<file path="config.mk">
export PLATFORM = sky130hd
export DESIGN_NAME = ebw_bus_ctrl
export DESIGN_NICKNAME = d
export VERILOG_FILES = /design/src/hw/ebw_bus_ctrl.v
export VERILOG_INCLUDE_DIRS = /design/src /design/src/inc
export SDC_FILE = /design/constraint.sdc
export NUM_CORES = 1
export LEC_CHECK = 0
export ABC_CLOCK_PERIOD_IN_PS = 1910
export BUFFER_PORTS_ARGS = -buffer_cell sky130_fd_sc_hd__buf_2
export CORE_AREA = 2 2 82 84
export DETAILED_ROUTE_END_ITERATION = 8
export DIE_AREA = 0 0 84 86
export GPL_TIMING_DRIVEN = 0
export PLACE_DENSITY = 0.68
export SLEW_MARGIN = 20
export SYNTH_ARGS = -nofsm -noshare
export SYNTH_HDL_FRONTEND = slang
export SYNTH_SLANG_ARGS = --single-unit
</file>
<file path="constraint.sdc">
create_clock -name i_clk -period 1.91 [get_ports i_clk]
set_input_delay 0.0955 -clock i_clk [delete_from_list [all_inputs] [get_ports i_clk]]
set_output_delay 0.0955 -clock i_clk [all_outputs]
set_load 0.1 [all_outputs]
</file>
<file path="src/inc/ebw_defs.vh">
`ifndef EBW_DEFS_VH
`define EBW_DEFS_VH
// register indices on the plain port
`define EBW_IDX_SYS_CFG 2'h0
`define EBW_IDX_ALT_CFG 2'h1
`define EBW_IDX_ALT_RSEL 2'h2
`define EBW_IDX_STATUS 2'h3
// configuration word layout, shared by both config registers
`define EBW_CFG_WAIT_LSB 0
`define EBW_CFG_WAIT_MSB 2
`define EBW_CFG_SYNC_BIT 3
`define EBW_CFG_HS_BIT 4
`define EBW_CFG_BTYP_LSB 6
`define EBW_CFG_BTYP_MSB 7
`define EBW_CFG_ACT_BIT 10
`define EBW_CFG_WMASK 16'h04df
`define EBW_CFG_RST 16'h0000
// range select layout
`define EBW_RSEL_SZ_LSB 0
`define EBW_RSEL_SZ_MSB 2
`define EBW_RSEL_ST_LSB 3
`define EBW_RSEL_ST_MSB 9
`define EBW_RSEL_WMASK 16'h03ff
`define EBW_RSEL_RST 16'h0000
// range size codes
`define EBW_SZ_2K 3'h0
`define EBW_SZ_16K 3'h1
`define EBW_SZ_32K 3'h2
`define EBW_SZ_64K 3'h3
`define EBW_SZ_128K 3'h4
// bus type codes: EBW_BTYP_ROM_OFF and above turn the on-chip rom off; EBW_BTYP_ROM_SEG1 maps rom segment 1
`define EBW_BTYP_ROM_OFF 2'h2
`define EBW_BTYP_ROM_SEG1 2'h1
`endif

</file>
<file path="src/hw/ebw_bus_ctrl.v">
// Functional notes
// - with handshake on, wait field top bit picks synchronous or asynchronous ready sampling.
// - wait field bits 0-2 give 0-7 wait states, added to the ready handshake.
// - handshake on and zero waits: ready sampled at once, legacy behaviour.
// - one to seven waits are inserted first, ready ignored meanwhile.
// - after waits ready low ends cycle; high stretches until it goes low.
// - asynchronous mode with zero waits first samples ready at the address strobe falling edge.
// - alternate config register holds a full independent set of bus settings.
// - accesses inside the window use the alternate configuration.
// - accesses outside the window use the system configuration.
// - range size 000..100 gives 2K,16K,32K,64K,128K; 101-111 reserved.
// - range select bits 3-9 hold window start; bits 10-15 reserved.
// - only start bits relevant to the size are compared; window self-aligned.
// - address space is 256K; a 128K window starts at 0 or 128K.
// - reset clears alternate config to zero; boot pins are not copied there.
// - alternate config stays inactive until its enable bit is set.
// - alternate config never affects on-chip rom mapping or enabling.
//
// Added by the designer: the plain strobed port and the address map.
`timescale 1ns/100ps
`default_nettype none
`include "ebw_defs.vh"
module ebw_bus_ctrl #(
    parameter AW = 18
) (
    input wire i_clk,
    input wire i_rst_n,
    input wire [1:0] i_reg_addr,
    input wire [15:0] i_reg_wdata,
    input wire i_reg_wr,
    input wire i_reg_rd,
    output reg [15:0] o_reg_rdata,
    input wire i_boot_bus_type_pin_lo,
    input wire i_boot_bus_type_pin_hi,
    input wire i_boot_external_start_pin_n,
    input wire i_acc_req,
    input wire [AW-1:0] i_acc_addr,
    output wire o_acc_busy,
    output wire o_acc_done,
    output wire o_ale,
    input wire i_ready_n,
    output reg o_cfg_alt,
    output reg [1:0] o_bus_type,
    output wire o_rom_enable,
    output wire o_rom_seg1
);

localparam ST_IDLE = 5'h01;
localparam ST_ALE = 5'h02;
localparam ST_WAIT = 5'h04;
localparam ST_RDY = 5'h08;
localparam ST_DONE = 5'h10;

reg [15:0] sys_cfg_ff;
reg [15:0] alt_cfg_ff;
reg [9:0] alt_rsel_ff;
reg strap_done_ff;
reg [4:0] state_ff;
reg [4:0] nxt_state;
reg [3:0] wcnt_ff;
reg [3:0] nxt_wcnt;
reg hs_ff;
reg sync_ff;
reg ready_n_ff;
reg alt_sel_ff;
reg [1:0] btyp_ff;

// start-bit compare mask per range size; zero valid flag for reserved
function [7:0] size_mask;
    input [2:0] sz;
    begin
        case (sz)
            `EBW_SZ_2K: size_mask = 8'hff;
            `EBW_SZ_16K: size_mask = 8'hf8;
            `EBW_SZ_32K: size_mask = 8'hf0;
            `EBW_SZ_64K: size_mask = 8'he0;
            `EBW_SZ_128K: size_mask = 8'hc0;
            default: size_mask = 8'h00;
        endcase
    end
endfunction

// write strobe decode per register index
function wr_hit;
    input wr;
    input [1:0] addr;
    input [1:0] idx;
    begin
        wr_hit = wr && (addr == idx);
    end
endfunction

wire sys_wr_w = wr_hit(i_reg_wr, i_reg_addr, `EBW_IDX_SYS_CFG);
wire alt_wr_w = wr_hit(i_reg_wr, i_reg_addr, `EBW_IDX_ALT_CFG);
wire rsel_wr_w = wr_hit(i_reg_wr, i_reg_addr, `EBW_IDX_ALT_RSEL);

wire [7:0] mask_w = size_mask(alt_rsel_ff[`EBW_RSEL_SZ_MSB:`EBW_RSEL_SZ_LSB]);
wire [6:0] start_w = alt_rsel_ff[`EBW_RSEL_ST_MSB:`EBW_RSEL_ST_LSB];
// top 7 address bits are 2K blocks of the 256K space
wire [6:0] blk_w = i_acc_addr[AW-1:AW-7];
wire win_hit = mask_w[7] && (((blk_w ^ start_w) & mask_w[6:0]) == 7'h00);
wire use_alt = alt_cfg_ff[`EBW_CFG_ACT_BIT] && win_hit;
wire [15:0] cfg_w = use_alt ? alt_cfg_ff : sys_cfg_ff;
wire hs_w = cfg_w[`EBW_CFG_HS_BIT];
// handshake on: three bits of waits; off: whole field counts
wire [3:0] wait_w = hs_w ? {1'b0, cfg_w[`EBW_CFG_WAIT_MSB:`EBW_CFG_WAIT_LSB]} :
    cfg_w[`EBW_CFG_SYNC_BIT:`EBW_CFG_WAIT_LSB];
// synchronous mode looks at the registered copy of ready
wire rdy_smp_n = sync_ff ? ready_n_ff : i_ready_n;

// request taken only while idle; later ones wait
wire take_w = (state_ff == ST_IDLE) && i_acc_req;

always @* begin
    nxt_state = state_ff;
    nxt_wcnt = wcnt_ff;
    case (state_ff)
        ST_IDLE: begin
            if (i_acc_req) begin
                nxt_state = ST_ALE;
                nxt_wcnt = wait_w;
            end
        end
        ST_ALE: begin
            if (wcnt_ff != 4'h0) begin
                nxt_state = ST_WAIT;
            end else if (!hs_ff) begin
                nxt_state = ST_DONE;
            end else if (!sync_ff && !i_ready_n) begin
                nxt_state = ST_DONE;
            end else begin
                nxt_state = ST_RDY;
            end
        end
        ST_WAIT: begin
            nxt_wcnt = wcnt_ff - 4'h1;
            if (wcnt_ff == 4'h1) begin
                nxt_state = hs_ff ? ST_RDY : ST_DONE;
            end
        end
        ST_RDY: begin
            if (!rdy_smp_n) begin
                nxt_state = ST_DONE;
            end
        end
        ST_DONE: begin
            nxt_state = ST_IDLE;
        end
        default: begin
            nxt_state = ST_IDLE;
        end
    endcase
end

always @(posedge i_clk or negedge i_rst_n) begin
    if (!i_rst_n) begin
        state_ff <= ST_IDLE;
        wcnt_ff <= 4'h0;
    end else begin
        state_ff <= nxt_state;
        wcnt_ff <= nxt_wcnt;
    end
end

// one-cycle copy of ready for synchronous sampling
always @(posedge i_clk or negedge i_rst_n) begin
    if (!i_rst_n) begin
        ready_n_ff <= 1'b1;
    end else begin
        ready_n_ff <= i_ready_n;
    end
end

// access settings frozen at the take, so a write in flight cannot bend the cycle
always @(posedge i_clk or negedge i_rst_n) begin
    if (!i_rst_n) begin
        hs_ff <= 1'b0;
    end else if (take_w) begin
        hs_ff <= hs_w;
    end
end

always @(posedge i_clk or negedge i_rst_n) begin
    if (!i_rst_n) begin
        sync_ff <= 1'b0;
    end else if (take_w) begin
        sync_ff <= cfg_w[`EBW_CFG_SYNC_BIT];
    end
end

always @(posedge i_clk or negedge i_rst_n) begin
    if (!i_rst_n) begin
        alt_sel_ff <= 1'b0;
    end else if (take_w) begin
        alt_sel_ff <= use_alt;
    end
end

always @(posedge i_clk or negedge i_rst_n) begin
    if (!i_rst_n) begin
        btyp_ff <= 2'h0;
    end else if (take_w) begin
        btyp_ff <= cfg_w[`EBW_CFG_BTYP_MSB:`EBW_CFG_BTYP_LSB];
    end
end

// strap capture runs once, on the first edge after release
always @(posedge i_clk or negedge i_rst_n) begin
    if (!i_rst_n) begin
        strap_done_ff <= 1'b0;
    end else begin
        strap_done_ff <= 1'b1;
    end
end

// system config: a write wins over the strap capture
always @(posedge i_clk or negedge i_rst_n) begin
    if (!i_rst_n) begin
        sys_cfg_ff <= `EBW_CFG_RST;
    end else if (sys_wr_w) begin
        sys_cfg_ff <= i_reg_wdata & `EBW_CFG_WMASK;
    end else if (!strap_done_ff) begin
        sys_cfg_ff[`EBW_CFG_BTYP_MSB:`EBW_CFG_BTYP_LSB] <=
            {i_boot_bus_type_pin_hi, i_boot_bus_type_pin_lo};
        sys_cfg_ff[`EBW_CFG_ACT_BIT] <= ~i_boot_external_start_pin_n;
    end
end

// alternate config: cleared on reset, never loaded from the straps
always @(posedge i_clk or negedge i_rst_n) begin
    if (!i_rst_n) begin
        alt_cfg_ff <= `EBW_CFG_RST;
    end else if (alt_wr_w) begin
        alt_cfg_ff <= i_reg_wdata & `EBW_CFG_WMASK;
    end
end

// range select: reserved upper bits are not stored
always @(posedge i_clk or negedge i_rst_n) begin
    if (!i_rst_n) begin
        alt_rsel_ff <= 10'h000;
    end else if (rsel_wr_w) begin
        alt_rsel_ff <= i_reg_wdata[`EBW_RSEL_ST_MSB:`EBW_RSEL_SZ_LSB];
    end
end

wire [15:0] status_w = {10'h000, alt_sel_ff, state_ff};

always @(posedge i_clk or negedge i_rst_n) begin
    if (!i_rst_n) begin
        o_reg_rdata <= 16'h0000;
    end else if (i_reg_rd) begin
        case (i_reg_addr)
            `EBW_IDX_SYS_CFG: o_reg_rdata <= sys_cfg_ff;
            `EBW_IDX_ALT_CFG: o_reg_rdata <= alt_cfg_ff;
            `EBW_IDX_ALT_RSEL: o_reg_rdata <= {6'h00, alt_rsel_ff};
            default: o_reg_rdata <= status_w;
        endcase
    end else begin
        o_reg_rdata <= 16'h0000;
    end
end

// which configuration the last access used
always @(posedge i_clk or negedge i_rst_n) begin
    if (!i_rst_n) begin
        o_cfg_alt <= 1'b0;
    end else begin
        o_cfg_alt <= alt_sel_ff;
    end
end

// bus type of the last access
always @(posedge i_clk or negedge i_rst_n) begin
    if (!i_rst_n) begin
        o_bus_type <= 2'h0;
    end else begin
        o_bus_type <= btyp_ff;
    end
end

assign o_acc_busy = (state_ff != ST_IDLE);
assign o_ale = (state_ff == ST_ALE);
assign o_acc_done = (state_ff == ST_DONE);
// rom decode looks at the system config only
assign o_rom_enable = !sys_cfg_ff[`EBW_CFG_ACT_BIT] &&
    (sys_cfg_ff[`EBW_CFG_BTYP_MSB:`EBW_CFG_BTYP_LSB] < `EBW_BTYP_ROM_OFF);
assign o_rom_seg1 = o_rom_enable &&
    (sys_cfg_ff[`EBW_CFG_BTYP_MSB:`EBW_CFG_BTYP_LSB] == `EBW_BTYP_ROM_SEG1);

endmodule // ebw_bus_ctrl
`default_nettype wire

</file>
==> impl_results.md <==
- Outcome: finished clean
- RSZ-0062 raised after global routing: no
- Post-place instance area: 3190 um^2
- Fin. Hold Viols: 0
- FP Rows: 29
- Fraction of the mapped netlist area in simple logic gates: 13.8%
- Register bit total from synthesis: 56
- Synthesized area: 2800 um^2
- Max-cap violations: 0
- Int Power: 0.00243 W
- Syn Area/Cell: 12.0 um^2
- Share of cells above drive strength 1: 40.5%
- Final setup viols: 0
- Fin util: 54.2%
- Skew final: 18.2 ps
- Maximum clock insertion buffer count: 2
- Slew HR: 53.3%
- CTS tree: done
- R2R Path Start: alt_rsel_ff[5]$_DFFE_PN0P_
- PwrDens: 1270 nW/um^2
- Clk root buf: clkbuf_8
- Vias per cell: 5.15
- CP startpoint kind: flop
- Reg2reg setup slack: 90 ps
- Seq pwr share: 39.2%
- Fin nets: 350
- Net Sw Frac: 43.7%
- Number of clock sinks: 56
- Main synth FF type: dfrtp_1
- Worst setup EP type: flop
- Largest family of logic cells by synthesized area: multiplexers
- Core ar.: 6280 um^2
- Final Power: 0.00431 W
- Max Clock Freq: 549 MHz
- N_diodes: 0
- Worst-Margin Slew: 700 ps
- Post-route DRC: 0
- WHS Path Cells: 3
- Die X: 84 um
- Synth Area in Adders: 0.894%
- Synth Instances: 233
- Final Cycle Share: 95.4%
- Vias in the first global route: 1908
- TritonCTS Buffers: 5
- Synth Warn #: 0
- Asr flop ratio synth: 100%
- Design area: 3400 um^2
- Total grt overflow: 0
- Synth unique cells: 51
- Die area: 7220 um^2
- Final ANT Viol Nets: 0
- Lkg Pwr: 1.62 nW
- Worst EP required: 2140 ps
- Die height: 86 um
- Final wirelength: 5930 um
- Io pins: 69
- R2r worst-path depth: 7
- Setup CP Type: flop to flop
- Dpl hpwl: 4200 um
- Switch Pwr: 0.00189 W
- Clock transition at path regs: 110 ps
- Logic gate share of total power: 44.9%
- Pre-antenna DRT Iters: 4
- Clock H-tree levels: 2
- Initial antenna violation count: 0
- Synth area leaders: dfrtp_1, mux2_2, mux2i_1
- Max VDD drop: 0.000856 V
- Total track usage: 17.0%
- P&R area growth vs syn: 21.7%
- Crit path max fanout: 5
- Worst hold path endpoint: sys_cfg_ff[7]$_DFFE_PN0P_
- Clk Latency, worst-skew pair: 330 ps
- Hold_sp: i_reg_wdata[7]
- Crit path DAT: 2050 ps
- Initial Util: 44.6%
- Final Critical Period: 1820 ps
- Post-synth top area share: 48.3%
- Largest net degree at the start of global routing: 57
- Wire per inst: 15.6 um
- Worst hold path type: primary input to flop
- Final Wtd Congestion: 0.733
- Number of enable flip-flop cells after synthesis: 0
- Port Buf Inserts: 47
- Reg-to-reg endpoint: hs_ff$_DFFE_PN0P_
- Yosys top cell by area: dfrtp_1
- Sequential share of the synthesized area: 50.2%
- Clock power frac: 15.9%
- Initial DRC count: 82
- Via count: 1962
- WHS: 5.39 ps
- Synth Area in XOR/XNOR: 2.19%
- Synth Area in Compound Gates: 8.86%
- First-pass GRT wire length: 9430 um
- Post-synthesis mux area share: 19.6%
- Max-slew violations: 0
-- layout make-up --
type                            instances  area (um^2)
Inverter                                6         22.5
Clock buffer                            5         68.8
Fill cell                             574         2870
Multi-Input combinational cell        162         1340
Timing Repair Buffer                   59          345
Sequential cell                        56         1400
Clock inverter                          3         25.0
Buffer                                 13         98.8
Tap cell                               77         96.3
-- flip-flops by register name (all words and copies together), names as in the netlist, 2 cells and up --
| signal | count |
|---|---|
| wcnt_ff | 4 |
| btyp_ff | 2 |
| alt_rsel_ff | 10 |
| alt_cfg_ff | 8 |
| o_reg_rdata | 11 |
| sys_cfg_ff | 8 |
| state_ff | 5 |
| o_bus_type | 2 |
-- what timing repair did --
action,4_1_cts,5_1_grt
hold endpoints to repair,59,0
pin swaps,1,3
cloned,0,1
setup endpoints to repair,8,3
hold buffers,6,0
gates resized for setup,1,6
buffers inserted,1,4
-- stage by stage --
stage          setup TNS, ps  std cells  setup WS, ps
2_1_floorplan           -799        237          -374
3_3_place_gp           -6.54        361         -3.06
3_5_place_dp            -259        361         -67.8
6_report                   0        381          88.6
5_1_grt                    0        381          1.23
4_1_cts                    0        376          56.4
-- per-layer routing --
layer  track usage, %  vias to the layer above  part of all wire [%]
met2             29.1                       37                    51
met4             6.16                        0                   1.4
met1             21.5                      963                    44
met5                0                        -                     0
met3             3.27                        6                   3.4
li1                 -                      956                     -
-- critical path: stages, from the launching register on --
cell      delay, ps
dfrtp_1         430
xnor2_1         160
a311o_1         350
o211ai_1        170
buf_4           230
buf_4           120
mux2i_1         210
o21ai_2          70
-- kinds of logic after synthesis --
kind of cell    count (synthesis)
fa+ha+maj                       2
xor+xnor                        7
other cells                     2
simple gates                   69
mux                            45
compound gates                 33
flops                          56
buf+inv                        19
-- power groups by stage --
| stage | clock network (W) | logic, W | registers (W) |
|---|---|---|---|
| final | 0.000685 | 0.00194 | 0.00169 |
| after global routing | 0.000758 | 0.00208 | 0.00173 |
| after CTS | 0.000704 | 0.00190 | 0.00169 |
| after detailed placement | 0 | 0.00187 | 0.00171 |
| after global placement | 0 | 0.00184 | 0.00170 |
| after floorplan | 0 | 0.00117 | 0.00204 |
-- cells in the mapped netlist (4+ instances only) --
cell,number
dfrtp_1,54
nand2_1,26
mux2_2,25
mux2i_1,15
o21ai_0,12
and2_1,10
buf_4,6
inv_1,6
nor2_1,5
xnor2_1,5
mux4_2,4
nor2b_1,4
o21ai_1,4
-- cell usage in the layout (no fill, tap or decap), drive strengths merged, types with 3 or more instances in the layout --
master       count
and2            11
and3             3
buf             63
clkbuf           8
conb             6
dfrtp           54
dlygate4sd3      6
inv              8
mux2            25
mux2i           15
mux4             5
nand2           27
nand3            3
nor2             5
nor2b            4
nor3             3
nor3b            3
o211ai           3
o21ai           19
xnor2            5
-- worst max-delay path by stage --
stage,endpoint,cells past startpoint,from
after detailed placement,btyp_ff[1]$_DFFE_PN0P_,7,state_ff[0]$_DFFE_PN1P_
after global placement,sync_ff$_DFFE_PN0P_,7,state_ff[0]$_DFFE_PN1P_
after floorplan,state_ff[4]$_DFFE_PN0P_,6,state_ff[0]$_DFFE_PN1P_
after global routing,state_ff[0]$_DFFE_PN1P_,5,state_ff[1]$_DFFE_PN0P_
final,hs_ff$_DFFE_PN0P_,7,alt_rsel_ff[5]$_DFFE_PN0P_
after CTS,wcnt_ff[0]$_DFFE_PN0P_,6,alt_rsel_ff[2]$_DFFE_PN0P_
Note: power is estimated with default switching activity, not from simulation.
